==> config.mk <==
export PLATFORM = sky130hd
export DESIGN_NAME = ufci_top
export DESIGN_NICKNAME = d
export VERILOG_FILES = /design/src/pkg/ufci_pkg.sv /design/src/rtl/ufci_fifo.sv /design/src/rtl/ufci_top.sv
export SDC_FILE = /design/constraint.sdc
export NUM_CORES = 1
export LEC_CHECK = 0
export BUFFER_PORTS_ARGS = -buffer_cell sky130_fd_sc_hd__buf_4
export CORE_MARGIN = 2
export CORE_UTILIZATION = 45
export DETAILED_ROUTE_END_ITERATION = 7
export REMOVE_ABC_BUFFERS = 1
export SLEW_MARGIN = 10
export SYNTH_ARGS = -nofsm -noshare
export SYNTH_HDL_FRONTEND = slang
export SYNTH_SLANG_ARGS = --single-unit
==> constraint.sdc <==
create_clock -name aclk -period 4.25 [get_ports aclk]
set_input_delay 0.85 -clock aclk [delete_from_list [all_inputs] [get_ports aclk]]
set_output_delay 0.85 -clock aclk [all_outputs]
set_load 0.05 [all_outputs]
==> src/pkg/ufci_pkg.sv <==
// constants shared by the uart fifo control and interrupt identification block
package ufci_pkg;
	//----------------------------------------
	// register byte addresses
	//----------------------------------------
	localparam logic [7:0] ADDR_FIFO_SETUP = 8'h00;
	localparam logic [7:0] ADDR_INT_ID     = 8'h04;
	localparam logic [7:0] ADDR_ENH        = 8'h08;
	localparam logic [7:0] ADDR_TX_DATA    = 8'h0C;
	localparam logic [7:0] ADDR_RX_DATA    = 8'h10;
	localparam logic [7:0] ADDR_LEVELS     = 8'h14;

	//----------------------------------------
	// field positions
	//----------------------------------------
	localparam int FS_ENABLE   = 0;
	localparam int FS_RX_RESET = 1;
	localparam int FS_TX_RESET = 2;
	localparam int FS_DMA_MODE = 3;
	localparam int FS_TX_TRIG  = 4;
	localparam int FS_RX_TRIG  = 6;
	localparam int ENH_ENABLE  = 4;
	localparam int LVL_RX_POS  = 8;

	//----------------------------------------
	// reset values
	//----------------------------------------
	localparam logic [7:0] FIFO_SETUP_RST = 8'h00;
	localparam logic [7:0] ENH_RST        = 8'h00;
	localparam logic       TX_READY_RST   = 1'h0;
	localparam logic       RX_READY_RST   = 1'h1;

	//----------------------------------------
	// fifo sizes and trigger levels
	//----------------------------------------
	localparam int         FIFO_DEPTH = 32;
	localparam logic [5:0] CAP_HOLD   = 6'h01;
	localparam logic [5:0] RX_TRIG_0  = 6'h08;
	localparam logic [5:0] RX_TRIG_1  = 6'h10;
	localparam logic [5:0] RX_TRIG_2  = 6'h18;
	localparam logic [5:0] RX_TRIG_3  = 6'h1C;
	localparam logic [5:0] TX_TRIG_0  = 6'h10;
	localparam logic [5:0] TX_TRIG_1  = 6'h08;
	localparam logic [5:0] TX_TRIG_2  = 6'h18;
	localparam logic [5:0] TX_TRIG_3  = 6'h1E;

	//----------------------------------------
	// identification codes, bits five to zero
	//----------------------------------------
	localparam logic [5:0] ID_LINE  = 6'h06;
	localparam logic [5:0] ID_RXDAT = 6'h04;
	localparam logic [5:0] ID_RXTMO = 6'h0C;
	localparam logic [5:0] ID_THRE  = 6'h02;
	localparam logic [5:0] ID_MODEM = 6'h00;
	localparam logic [5:0] ID_XOFF  = 6'h10;
	localparam logic [5:0] ID_FLOW  = 6'h20;
	localparam logic [5:0] ID_NONE  = 6'h01;

	//----------------------------------------
	// bus responses
	//----------------------------------------
	localparam logic [1:0] RESP_OKAY   = 2'h0;
	localparam logic [1:0] RESP_SLVERR = 2'h2;
endpackage

==> src/rtl/ufci_fifo.sv <==
// character fifo with fill counter and flush
`timescale 1ns/1ps
`default_nettype none
module ufci_fifo #(
	parameter int WIDTH = 8,
	parameter int DEPTH = ufci_pkg::FIFO_DEPTH
) (
	input  wire logic                       aclk,
	input  wire logic                       aresetn,
	input  wire logic                       flush,
	input  wire logic                       push,
	input  wire logic [WIDTH-1:0]           wdata,
	input  wire logic                       pop,
	output logic      [WIDTH-1:0]           rdata,
	output logic      [$clog2(DEPTH):0]     count
);
	localparam int AW = $clog2(DEPTH);

	logic [WIDTH-1:0] mem [DEPTH];
	logic [AW-1:0]    wr_ptr;
	logic [AW-1:0]    rd_ptr;
	logic             push_ok;
	logic             pop_ok;

	// full and empty guards
	assign push_ok = push && (count != (AW+1)'(DEPTH));
	assign pop_ok  = pop && (count != '0);
	assign rdata   = mem[rd_ptr];

	// storage, no reset needed
	always_ff @(posedge aclk) begin
		if (push_ok) begin
			mem[wr_ptr] <= wdata;
		end
	end

	// pointers and counter, flush empties everything
	always_ff @(posedge aclk) begin
		if (!aresetn || flush) begin
			wr_ptr <= '0;
			rd_ptr <= '0;
			count  <= '0;
		end else begin
			if (push_ok) begin
				wr_ptr <= wr_ptr + 1'b1;
			end
			if (pop_ok) begin
				rd_ptr <= rd_ptr + 1'b1;
			end
			if (push_ok && !pop_ok) begin
				count <= count + 1'b1;
			end else if (pop_ok && !push_ok) begin
				count <= count - 1'b1;
			end
		end
	end
endmodule
`default_nettype wire

==> src/rtl/ufci_top.sv <==
// uart channel fifo control, dma ready pins and interrupt identification
`timescale 1ns/1ps
`default_nettype none

// What this block does
// - block dma mode: tx ready high when fifo full, low at trigger level
// - block dma mode: rx ready low at trigger or time-out, high when empty
// - tx fifo reset empties tx fifo, spares shifter, then self-clears
// - rx fifo reset empties rx fifo, spares shifter, then self-clears
// - enable bit turns both fifos on or off, off after reset
// - other setup fields are written only when enable bit written one
// - rx trigger codes 00..11 give 8, 16, 24, 28 bytes
// - tx trigger codes 00..11 give 16, 8, 24, 30 bytes
// - seven priority levels, identification shows highest pending code
// - lower level shows only after higher one is serviced and re-read
// - codes 06 line status, 04 rx data, 0C rx time-out
// - codes 02 transmit empty, 00 modem status change
// - codes 10 xoff or special character, 20 cts/rts change
// - top two identification bits mirror fifo enable, zero after reset
// - codes 10 and 20 appear only with enhanced feature bit set
// - xoff flag stays set until matching xon arrives
// - bit zero reads zero when pending, one when idle and after reset
// - single dma mode: tx ready low when empty, high after first char
// - single dma mode: rx ready low with any char, high when none
// - transmit empty cleared by identification read or new character
module ufci_top #(
	parameter int FIFO_DEPTH = ufci_pkg::FIFO_DEPTH
) (
	input  wire logic        aclk,
	input  wire logic        aresetn,
	input  wire logic [7:0]  awaddr,
	input  wire logic        awvalid,
	output logic             awready,
	input  wire logic [31:0] wdata,
	input  wire logic [3:0]  wstrb,
	input  wire logic        wvalid,
	output logic             wready,
	output logic [1:0]       bresp,
	output logic             bvalid,
	input  wire logic        bready,
	input  wire logic [7:0]  araddr,
	input  wire logic        arvalid,
	output logic             arready,
	output logic [31:0]      rdata,
	output logic [1:0]       rresp,
	output logic             rvalid,
	input  wire logic        rready,
	input  wire logic        rx_char_valid,
	input  wire logic [7:0]  rx_char,
	output logic [7:0]       tx_char,
	output logic             tx_char_valid,
	input  wire logic        tx_shift_ready,
	input  wire logic        line_status_err,
	input  wire logic        rx_timeout,
	input  wire logic        modem_change,
	input  wire logic        xoff_detected,
	input  wire logic        xon_detected,
	input  wire logic        cts_rts_change,
	output logic             tx_dma_ready_n,
	output logic             rx_dma_ready_n
);
	localparam int CW = $clog2(FIFO_DEPTH) + 1;

	//----------------------------------------
	// declarations
	//----------------------------------------
	logic [7:0]    aw_addr;
	logic          aw_held;
	logic [7:0]    w_byte;
	logic          w_lane0;
	logic          w_held;
	logic          do_write;
	logic          do_read;
	logic          wr_hit;
	logic [31:0]   next_rdata;
	logic [1:0]    next_rresp;
	logic          fifo_en;
	logic          dma_mode;
	logic [1:0]    tx_trig_sel;
	logic [1:0]    rx_trig_sel;
	logic          tx_flush;
	logic          rx_flush;
	logic [7:0]    enh_reg;
	logic [CW-1:0] cap;
	logic [CW-1:0] tx_count;
	logic [CW-1:0] rx_count;
	logic [CW-1:0] tx_trig;
	logic [CW-1:0] rx_trig;
	logic [7:0]    tx_head;
	logic [7:0]    rx_head;
	logic          tx_push;
	logic          tx_pop;
	logic          rx_push;
	logic          rx_pop;
	logic          wr_setup;
	logic          isr_read;
	logic          tx_was_busy;
	logic          thr_pend;
	logic          xoff_flag;
	logic          flow_flag;
	logic          enh_on;
	logic          rx_data_int;
	logic          rx_tmo_int;
	logic [5:0]    isr_code;

	//----------------------------------------
	// axi4-lite write channel
	//----------------------------------------
	assign do_write = aw_held && w_held && !bvalid;
	assign wr_hit   = (aw_addr == ufci_pkg::ADDR_FIFO_SETUP) || (aw_addr == ufci_pkg::ADDR_ENH)
		|| (aw_addr == ufci_pkg::ADDR_TX_DATA);

	// address and data taken independently, one write at a time
	always_ff @(posedge aclk) begin
		if (!aresetn) begin
			awready <= 1'b1;
			aw_held <= 1'b0;
			aw_addr <= 8'h00;
		end else if (awvalid && awready) begin
			awready <= 1'b0;
			aw_held <= 1'b1;
			aw_addr <= awaddr;
		end else if (do_write) begin
			awready <= 1'b1;
			aw_held <= 1'b0;
		end
	end

	// write data holding
	always_ff @(posedge aclk) begin
		if (!aresetn) begin
			wready  <= 1'b1;
			w_held  <= 1'b0;
			w_byte  <= 8'h00;
			w_lane0 <= 1'b0;
		end else if (wvalid && wready) begin
			wready  <= 1'b0;
			w_held  <= 1'b1;
			w_byte  <= wdata[7:0];
			w_lane0 <= wstrb[0];
		end else if (do_write) begin
			wready <= 1'b1;
			w_held <= 1'b0;
		end
	end

	// write response, error for unmapped address
	always_ff @(posedge aclk) begin
		if (!aresetn) begin
			bvalid <= 1'b0;
			bresp  <= ufci_pkg::RESP_OKAY;
		end else if (do_write) begin
			bvalid <= 1'b1;
			bresp  <= wr_hit ? ufci_pkg::RESP_OKAY : ufci_pkg::RESP_SLVERR;
		end else if (bready) begin
			bvalid <= 1'b0;
		end
	end

	//----------------------------------------
	// fifo setup register
	//----------------------------------------
	assign wr_setup = do_write && w_lane0 && (aw_addr == ufci_pkg::ADDR_FIFO_SETUP);

	// fields load only alongside a one in the enable bit
	always_ff @(posedge aclk) begin
		if (!aresetn) begin
			fifo_en     <= ufci_pkg::FIFO_SETUP_RST[ufci_pkg::FS_ENABLE];
			dma_mode    <= ufci_pkg::FIFO_SETUP_RST[ufci_pkg::FS_DMA_MODE];
			tx_trig_sel <= ufci_pkg::FIFO_SETUP_RST[ufci_pkg::FS_TX_TRIG +: 2];
			rx_trig_sel <= ufci_pkg::FIFO_SETUP_RST[ufci_pkg::FS_RX_TRIG +: 2];
		end else if (wr_setup) begin
			fifo_en <= w_byte[ufci_pkg::FS_ENABLE];
			if (w_byte[ufci_pkg::FS_ENABLE]) begin
				dma_mode    <= w_byte[ufci_pkg::FS_DMA_MODE];
				tx_trig_sel <= w_byte[ufci_pkg::FS_TX_TRIG +: 2];
				rx_trig_sel <= w_byte[ufci_pkg::FS_RX_TRIG +: 2];
			end
		end
	end

	always_ff @(posedge aclk) begin
		if (!aresetn) begin
			tx_flush <= 1'b0;
			rx_flush <= 1'b0;
		end else begin
			tx_flush <= wr_setup && w_byte[ufci_pkg::FS_ENABLE] && w_byte[ufci_pkg::FS_TX_RESET];
			rx_flush <= wr_setup && w_byte[ufci_pkg::FS_ENABLE] && w_byte[ufci_pkg::FS_RX_RESET];
		end
	end

	// enhanced feature register
	always_ff @(posedge aclk) begin
		if (!aresetn) begin
			enh_reg <= ufci_pkg::ENH_RST;
		end else if (do_write && w_lane0 && (aw_addr == ufci_pkg::ADDR_ENH)) begin
			enh_reg <= w_byte;
		end
	end
	assign enh_on = enh_reg[ufci_pkg::ENH_ENABLE];

	//----------------------------------------
	// trigger levels and fifos
	//----------------------------------------
	// rx and tx trigger tables
	always_comb begin
		unique case (rx_trig_sel)
			2'h0: rx_trig = CW'(ufci_pkg::RX_TRIG_0);
			2'h1: rx_trig = CW'(ufci_pkg::RX_TRIG_1);
			2'h2: rx_trig = CW'(ufci_pkg::RX_TRIG_2);
			2'h3: rx_trig = CW'(ufci_pkg::RX_TRIG_3);
		endcase
		unique case (tx_trig_sel)
			2'h0: tx_trig = CW'(ufci_pkg::TX_TRIG_0);
			2'h1: tx_trig = CW'(ufci_pkg::TX_TRIG_1);
			2'h2: tx_trig = CW'(ufci_pkg::TX_TRIG_2);
			2'h3: tx_trig = CW'(ufci_pkg::TX_TRIG_3);
		endcase
	end

	// disabled fifos behave as a single holding register
	assign cap      = fifo_en ? CW'(FIFO_DEPTH) : CW'(ufci_pkg::CAP_HOLD);
	assign isr_read = do_read && (araddr == ufci_pkg::ADDR_INT_ID);
	assign tx_push  = do_write && w_lane0 && (aw_addr == ufci_pkg::ADDR_TX_DATA) && (tx_count < cap);
	assign tx_pop   = (tx_count != '0) && (!tx_char_valid || tx_shift_ready) && !tx_flush;
	assign rx_push  = rx_char_valid && (rx_count < cap);
	assign rx_pop   = do_read && (araddr == ufci_pkg::ADDR_RX_DATA);

	ufci_fifo #(.WIDTH(8), .DEPTH(FIFO_DEPTH)) u_tx_fifo (
		.aclk    (aclk),
		.aresetn (aresetn),
		.flush   (tx_flush),
		.push    (tx_push),
		.wdata   (w_byte),
		.pop     (tx_pop),
		.rdata   (tx_head),
		.count   (tx_count)
	);

	ufci_fifo #(.WIDTH(8), .DEPTH(FIFO_DEPTH)) u_rx_fifo (
		.aclk    (aclk),
		.aresetn (aresetn),
		.flush   (rx_flush),
		.push    (rx_push),
		.wdata   (rx_char),
		.pop     (rx_pop),
		.rdata   (rx_head),
		.count   (rx_count)
	);

	always_ff @(posedge aclk) begin
		if (!aresetn) begin
			tx_char_valid <= 1'b0;
			tx_char       <= 8'h00;
		end else if (tx_pop) begin
			tx_char_valid <= 1'b1;
			tx_char       <= tx_head;
		end else if (tx_shift_ready) begin
			tx_char_valid <= 1'b0;
		end
	end

	//----------------------------------------
	// dma ready pins
	//----------------------------------------
	// tx ready, block mode and single mode
	always_ff @(posedge aclk) begin
		if (!aresetn) begin
			tx_dma_ready_n <= ufci_pkg::TX_READY_RST;
		end else if (fifo_en && dma_mode) begin
			if (tx_count == cap) begin
				tx_dma_ready_n <= 1'b1;
			end else if (tx_count <= tx_trig) begin
				tx_dma_ready_n <= 1'b0;
			end
		end else begin
			tx_dma_ready_n <= (tx_count != '0);
		end
	end

	always_ff @(posedge aclk) begin
		if (!aresetn) begin
			rx_dma_ready_n <= ufci_pkg::RX_READY_RST;
		end else if (fifo_en && dma_mode) begin
			if (rx_count == '0) begin
				rx_dma_ready_n <= 1'b1;
			end else if ((rx_count >= rx_trig) || rx_timeout) begin
				rx_dma_ready_n <= 1'b0;
			end
		end else begin
			rx_dma_ready_n <= (rx_count == '0);
		end
	end

	//----------------------------------------
	// interrupt sources
	//----------------------------------------
	assign rx_data_int = fifo_en ? (rx_count >= rx_trig) : (rx_count != '0);
	assign rx_tmo_int  = rx_timeout && (rx_count != '0);

	// transmit empty, set wins over clear
	always_ff @(posedge aclk) begin
		if (!aresetn) begin
			tx_was_busy <= 1'b0;
			thr_pend    <= 1'b0;
		end else begin
			tx_was_busy <= (tx_count != '0);
			if (tx_was_busy && (tx_count == '0)) begin
				thr_pend <= 1'b1;
			end else if (isr_read || tx_push) begin
				thr_pend <= 1'b0;
			end
		end
	end

	always_ff @(posedge aclk) begin
		if (!aresetn) begin
			xoff_flag <= 1'b0;
		end else if (xoff_detected) begin
			xoff_flag <= 1'b1;
		end else if (xon_detected) begin
			xoff_flag <= 1'b0;
		end
	end

	// flow change sticky until identification read
	always_ff @(posedge aclk) begin
		if (!aresetn) begin
			flow_flag <= 1'b0;
		end else if (cts_rts_change) begin
			flow_flag <= 1'b1;
		end else if (isr_read) begin
			flow_flag <= 1'b0;
		end
	end

	always_comb begin
		if (line_status_err) begin
			isr_code = ufci_pkg::ID_LINE;
		end else if (rx_data_int) begin
			isr_code = ufci_pkg::ID_RXDAT;
		end else if (rx_tmo_int) begin
			isr_code = ufci_pkg::ID_RXTMO;
		end else if (thr_pend) begin
			isr_code = ufci_pkg::ID_THRE;
		end else if (modem_change) begin
			isr_code = ufci_pkg::ID_MODEM;
		end else if (enh_on && xoff_flag) begin
			isr_code = ufci_pkg::ID_XOFF;
		end else if (enh_on && flow_flag) begin
			isr_code = ufci_pkg::ID_FLOW;
		end else begin
			isr_code = ufci_pkg::ID_NONE;
		end
	end

	//----------------------------------------
	// axi4-lite read channel
	//----------------------------------------
	assign do_read = arvalid && arready;

	// read mux, setup reset bits read back zero
	always_comb begin
		next_rdata = 32'h0000_0000;
		next_rresp = ufci_pkg::RESP_OKAY;
		unique case (araddr)
			ufci_pkg::ADDR_FIFO_SETUP: next_rdata[7:0] = {rx_trig_sel, tx_trig_sel, dma_mode, 2'h0, fifo_en};
			ufci_pkg::ADDR_INT_ID:     next_rdata[7:0] = {fifo_en, fifo_en, isr_code};
			ufci_pkg::ADDR_ENH:        next_rdata[7:0] = enh_reg;
			ufci_pkg::ADDR_RX_DATA:    next_rdata[7:0] = rx_head;
			ufci_pkg::ADDR_LEVELS: begin
				next_rdata[CW-1:0]                       = tx_count;
				next_rdata[ufci_pkg::LVL_RX_POS +: CW]   = rx_count;
			end
			default:                   next_rresp = ufci_pkg::RESP_SLVERR;
		endcase
	end

	// one read at a time, answer one cycle after the address
	always_ff @(posedge aclk) begin
		if (!aresetn) begin
			arready <= 1'b1;
			rvalid  <= 1'b0;
			rdata   <= 32'h0000_0000;
			rresp   <= ufci_pkg::RESP_OKAY;
		end else if (do_read) begin
			arready <= 1'b0;
			rvalid  <= 1'b1;
			rdata   <= next_rdata;
			rresp   <= next_rresp;
		end else if (rvalid && rready) begin
			arready <= 1'b1;
			rvalid  <= 1'b0;
		end
	end
endmodule
`default_nettype wire

== Word level (Yosys, flattened, before mapping) ==
Memories as Yosys holds them, arrays and structs flattened. A register that Yosys moved wholly into a read port is not among the register bits.
Index checks and enable logic that the tools add are counted.
Word-level totals
  bits in registers: 97
  memories kept: 2
  RAM bits: 512
  output and inout bits: 52
  word-level logic and storage cells: 184
  bits of input ports: 75
Memory list
  u_rx_fifo.mem: depth 32, bits a word 8, rd ports 1, clocked after Yosys merged registers in 1, write ports 1, RTL line ufci_fifo.sv:19  | logic [WIDTH-1:0] mem [DEPTH];
  u_tx_fifo.mem: depth 32, bits a word 8, rd ports 1, clocked after Yosys merged registers in 1, write ports 1, RTL line ufci_fifo.sv:19
Cells by class
  reduce and logical (&&, ||, !) cells: 68
  eq/ne operators: 17
  order comparisons: 4
  $add $sub $neg: 8
  multiplexer cells: 52
Operators with widths (count)
  6-bit 2-to-1 mux: 13
  6-bit one-hot mux with 4 select lines: 2
  1-bit logical AND: 32
  1-bit 2-to-1 mux: 31
  6-bit one-hot mux with 5 select lines: 1
  8-bit by 4-bit == test with 1-bit output, second input constant: 3
  5-bit by 1-bit adder with 5-bit output, second input constant: 4
  2-bit nonzero test: 10
  8-bit by 5-bit == test with 1-bit output, second input constant: 2
  8-bit zero test: 2
  6-bit by 1-bit adder with 6-bit output, second input constant: 2
  6-bit zero test: 2
  6-bit < comparator: 2
  6-bit != test, second input constant: 2
  6-bit nonzero test: 2
  6-bit by 1-bit subtractor with 6-bit output, second input constant: 2
  5-bit 2-to-1 mux: 2
  1-bit zero test: 9
  2-bit == test, second input constant: 4
  8-bit by 3-bit == test with 1-bit output, second input constant: 1
  2-bit one-hot mux with 4 select lines: 1
  1-bit logical OR: 7
  6-bit == test: 1
  6-bit >= comparator: 1
  7 further kinds: 11

== Depth between registers and ports, before layout ==
  depth in word-level cells: 10
  mapped depth: 14
  depth with buffers taken out: 13

== Cells and area by module ==
A second synthesis with hierarchy kept.
Second synthesis, totals
  cell total of the unflattened synthesis: 1662
  area, all modules: 25740.9 um^2
Modules (own cells, without submodules)
  ufci_fifo (u_tx_fifo): seq. area each 8107.8 um^2, area each 11081.9 um^2, instances 1, cells an instance 625
  ufci_fifo (u_rx_fifo): seq. area each 8107.8 um^2, area each 11079.4 um^2, instances 1, cells an instance 625
  ufci_top: seq. area each 1421.4 um^2, area each 3579.7 um^2, instances 1, cells an instance 412

== Worst setup path after synthesis ==
Ideal clock, no wire load.
  kind: input to register
  start point: input port araddr[1]
  end point: register u_rx_fifo.count[5]
  arrival time: 3.729 ns
  data required time: 4.135 ns
  buffers on the path: 1
  stages on the path: 14
  setup slack: 0.407 ns
  setup time: 0.115 ns
  cell sequence: or2_2 > or4b_2 > clkbuf_1 > nor3b_1 > nand3_1 > ha_1 > inv_1 > ha_1 > a21o_2 > a21oi_1 > nand4b_1 > nand4_1 > xnor2_1 > nor2_1
On the way
  cells in the longest elaborated chain, start to end: 6
  elaborated cells between the ends (all ways): 8
  those cells by class: eq/ne: 1; mux: 1; reduce/logical: 6
RTL lines
  from (decl): RTL line ufci_top.sv:41  | input wire logic [7:0] araddr,
  8-bit by 5-bit == test with 1-bit output *: RTL line ufci_top.sv:227  | assign rx_pop = do_read && (araddr == ufci_pkg::ADDR_RX_DATA);
  1-bit logical AND *: RTL line ufci_top.sv:227
  1-bit logical AND *: RTL line ufci_fifo.sv:27  | assign pop_ok = pop && (count != '0);
  1-bit zero test: RTL line ufci_fifo.sv:50  | if (push_ok && !pop_ok) begin
  1-bit logical AND: RTL line ufci_fifo.sv:50
  6-bit 2-to-1 mux or 2-bit nonzero test (tied branches)
  to (signal assigned): RTL line ufci_fifo.sv:51  | count <= count + 1'b1;
  to (signal assigned): RTL line ufci_fifo.sv:53  | count <= count - 1'b1;
  to (decl): RTL line ufci_fifo.sv:15  | output logic [$clog2(DEPTH):0] count
Mark *: on every way between the ends. The rest lies on a longest branch, timed or not.
A chain may end at the register's enable or synchronous reset.

== Worst setup path after layout ==
  start point: register fifo_en
  end point: register u_tx_fifo.count[5]
On the way
  cells in the longest elaborated chain, start to end: 7
  elaborated cells between the ends (all ways): 9
  those cells by class: order compare: 1; mux: 2; reduce/logical: 6
RTL lines
  from (decl): RTL line ufci_top.sv:77  | logic fifo_en;
  from (signal assigned): RTL line ufci_top.sv:168  | fifo_en <= ufci_pkg::FIFO_SETUP_RST[ufci_pkg::FS_ENABLE];
  from (signal assigned): RTL line ufci_top.sv:173  | fifo_en <= w_byte[ufci_pkg::FS_ENABLE];
  6-bit 2-to-1 mux *: RTL line ufci_top.sv:222  | assign cap = fifo_en ? CW'(FIFO_DEPTH) : CW'(ufci_pkg::CAP_HOLD);
  6-bit < comparator *: RTL line ufci_top.sv:224  | assign tx_push = do_write && w_lane0 && (aw_addr == ufci_pkg::ADDR_TX_DATA) && (tx_count < cap);
  1-bit logical AND *: RTL line ufci_top.sv:224
  1-bit logical AND *: RTL line ufci_fifo.sv:26  | assign push_ok = push && (count != (AW+1)'(DEPTH));
  via u_tx_fifo.push_ok: RTL line ufci_fifo.sv:22  | logic push_ok;
  1-bit zero test: RTL line ufci_fifo.sv:52  | end else if (pop_ok && !push_ok) begin
  1-bit logical AND: RTL line ufci_fifo.sv:52
  2-bit nonzero test (no source line)
  to (signal assigned): RTL line ufci_fifo.sv:51
  to (signal assigned): RTL line ufci_fifo.sv:53
  to (decl): RTL line ufci_fifo.sv:15
The timed path passes the listed nets; every way through them passes the cells marked *.

==> impl_metrics.toml <==
[status]
status = "finished, final reports clean"

[grt]
grtUsageTotal_pct = 19.5
grt_pass1_vias = 13700
grt-ovfl-total = 0
grt_pass1_wl_um = 84000
grt_max_degree = 66
antenna_found_initial = 0

[pwr]
p_leak_nw = 9.39
p_switching_w = 0.00397
irDropWorstVdd_mv = 0.424
combPwrFrac_pct = 16.7
switching_share_pct = 26.3
clockPowerShare_pct = 36.5
power_density_mw_per_mm2 = 522
p_int_w = 0.0111
power_frac_seq_pct = 46.8

[synthesis]
post_synth_num_cell_types = 64
synth_compound_area_share_pct = 4.86
synth_top_family_by_area = "multiplexers"
ys_seq_elements = 620
synthXorXnorAreaFrac_pct = 0.867
synthSimpleGateAreaFrac_pct = 7.80
synth-seq-area-share_pct = 69.4
synth_cells = 1560
async_flop_share_pct = 0
synth_edf_count = 512
syn_area_per_cell_um2 = 16.2
synth_mux_area_share_pct = 13.1
yosys.area_share.adder_pct = 1.64
synthesis.area_mm2 = 0.0253
synth_flop_cell = "edfxtp_1"
yosysWarnings = 0

[routing]
drc = 0
first_iter_violations = 1095
top_layer_used = "met4"
routedLengthMet1_um = 24600
ant_nets = 0
dr_wl_met2_um = 27000
wl_met3_um = 2630
viasPerCell = 5.55
wl_um = 55700
vias = 13800
drtPass1Iterations = 5
wl_per_cell_um = 22.5

[timing]
fin_ws_ps = 518
finalSetupViolations = 0
fin_crit_sh_pct = 87.8
maxSlewViolCount = 0
fmax_ghz = 0.268
worst-slew-pin-transition_ps = 1050
min_period_ps = 3730
rsz0062_at_grt = "false"
relSlewSlack_pct = 30.0
hold_viol = 0
finClkSkew_ps = 16.1

[placement]
place_ws_ps = 92.8
globalplace.congestion = 0.846
io_buffers = 79
dpl_cell_area_mm2 = 0.0268
placed_cells = 2360
hpwl_um = 35500

[floorplanning]
rows = 86
start_util_pct = 45.7
io_pins = 127
coreArea_mm2 = 0.0553
die_w_um = 241
die-height_um = 241
dieArea_mm2 = 0.0580

[min_path]
holdCritStartpoint = "xoff_detected"
min_delay_path_depth = 2
hold_path_class = "input pin to register"
hold_end = "xoff_flag$_SDFFE_PN0P_"

[cts]
cts_hold_buf = 0
cts_setup_buffers = 0
clkLatencyLatePin_ps = 600
cts.path.max_buffers = 3
htreeDepth = 3
numCtsBuffers = 66
ctsResizeCount = 0
clkSlewWorstSetupHoldPaths_ps = 60
clock_sinks = 620
cts_tree = "done"
cts_root_buf = "clkbuf_16"

[worst_setup_path]
endpoint_kind = "register"
path_class = "register to register"
path_max_fanout = 8
r2r-end = "u_tx_fifo.count[5]$_SDFFE_PP0P_"
startpoint_type = "register"
required_ps = 4700
rr_startpoint = "fifo_en$_SDFFE_PN0P_"
cp-startpoint = "fifo_en$_SDFFE_PN0P_"
cp.arrival_ps = 4190
reg2reg_setup_slack_ps = 520
reg2reg_depth = 13

[finish]
mostFrequentLayoutCells = "edfxtp_1, nor2_1, buf_4"
final_cells = 2480
final_nets = 1787
layout-drive-gt1-share_pct = 21.6
final_area_mm2 = 0.0289
top_regs = "u_rx_fifo.mem x256, u_tx_fifo.mem x256, rdata x14"
area_growth_pct = 14.4
antenna_cells = 0
utilization_pct = 52.2
mostFrequentLayoutCell = "edfxtp_1"

[flow_run]
cap_viol_max_count = 0
metrics by stage:
stage	setup TNS, ps	total power [W]	hold slack [ps]
finish	0	0.0151	470
global route	0	0.0157	461
CTS	0	0.0153	445
detailed placement	0	0.00974	461
global placement	0	0.00969	455
floorplan	-258	0.00896	442
synthesized netlist by cell type, types with 4 or more instances:
master      n  area [um^2]
mux2_2      4         45.0
o22ai_1     9         56.3
nand2_1   104          390
o21a_1      5         37.5
nor2b_1    39          244
nand4b_1    7         61.3
and3_1      6         37.5
nand4_1    13         81.3
o21ai_0    28          140
nor4_1     14         87.6
nand3_1    26          130
nor3_1     10         50.1
mux2i_1    53          531
dfxtp_1   108         2160
a21oi_1    29          145
a32oi_1     5         43.8
xor2_1     15          131
a21o_1      4         30.0
or3b_2      4         35.0
nand2b_1    8         50.1
inv_1      23         86.3
nor2_1    133          499
a22oi_1    18          135
and2_1     15         93.8
ha_1       30          375
or3_1       5         31.3
edfxtp_1  512        15400
clkbuf_1   50          188
a21boi_0   27          203
buf_4      25          188
a31oi_1    10         62.6
buf_2      20          100
a211oi_1   18          135
nor3b_1     7         52.6
mux4_2    121         2730
xnor2_1    10         87.6
nand3b_1    5         37.5
power groups by stage:
stage / registers (W) / logic, W / clock network, W
CTS: 0.00707 / 0.00255 / 0.00563
global route: 0.00709 / 0.00274 / 0.00587
global placement: 0.00718 / 0.00251 / 0
floorplan: 0.00738 / 0.00158 / 0
detailed placement: 0.00719 / 0.00254 / 0
finish: 0.00706 / 0.00252 / 0.00551
cell type report:
| class | count | area, um^2 |
|---|---|---|
| Clock buffer | 85 | 1800 |
| Fill cell | 4569 | 26400 |
| Inverter | 23 | 86.3 |
| Multi-Input combinational cell | 837 | 7210 |
| Tap cell | 748 | 936 |
| Clock inverter | 35 | 284 |
| Timing Repair Buffer | 132 | 1030 |
| Sequential cell | 620 | 17500 |
cells by family (layout without fill, tap and decap cells):
| kind of cell | count (synthesis) | count (layout) |
|---|---|---|
| AND/OR/NAND/NOR | 407 | 407 |
| XOR/XNOR | 25 | 25 |
| AO/OA/AOI/OAI | 175 | 175 |
| other | 1 | 20 |
| flip-flops | 620 | 620 |
| adder cells (fa/ha/maj) | 32 | 32 |
| multiplexers | 178 | 178 |
| buffers and inverters | 122 | 275 |
how the worst max path moves through the flow:
| stage | to | slack, ps | depth (start not counted) |
|---|---|---|---|
| after CTS | u_tx_fifo.count[5]$_SDFFE_PP0P_ | 500 | 13 |
| after detailed placement | u_rx_fifo.count[5]$_SDFFE_PP0P_ | 90 | 14 |
| after floorplan | tx_char[2]$_SDFFE_PN0P_ | -90 | 3 |
| final | u_tx_fifo.count[5]$_SDFFE_PP0P_ | 520 | 13 |
| after global routing | u_tx_fifo.count[5]$_SDFFE_PP0P_ | 260 | 13 |
| after global placement | u_rx_fifo.count[5]$_SDFFE_PP0P_ | 160 | 14 |
worst max-delay path, cell delays in order, from the launching register on:
cell and delay (ps):
dfxtp_1 460, inv_1 200, ha_1 230, or3_1 410
a2111oi_4 330, buf_4 220, ha_1 300, inv_1 160
ha_1 350, nor2b_1 220, nand2_1 90, o311ai_0 400
xnor2_1 170, nor2_1 50
per-layer routing:
metal / global-route usage (%) / vias up
li1: - / 6283
met1: 27.1 / 6998
met2: 31.5 / 395
met3: 3.19 / 90
met4: 6.64 / 0
met5: 0 / -
Note: power is estimated with default switching activity, not from simulation.
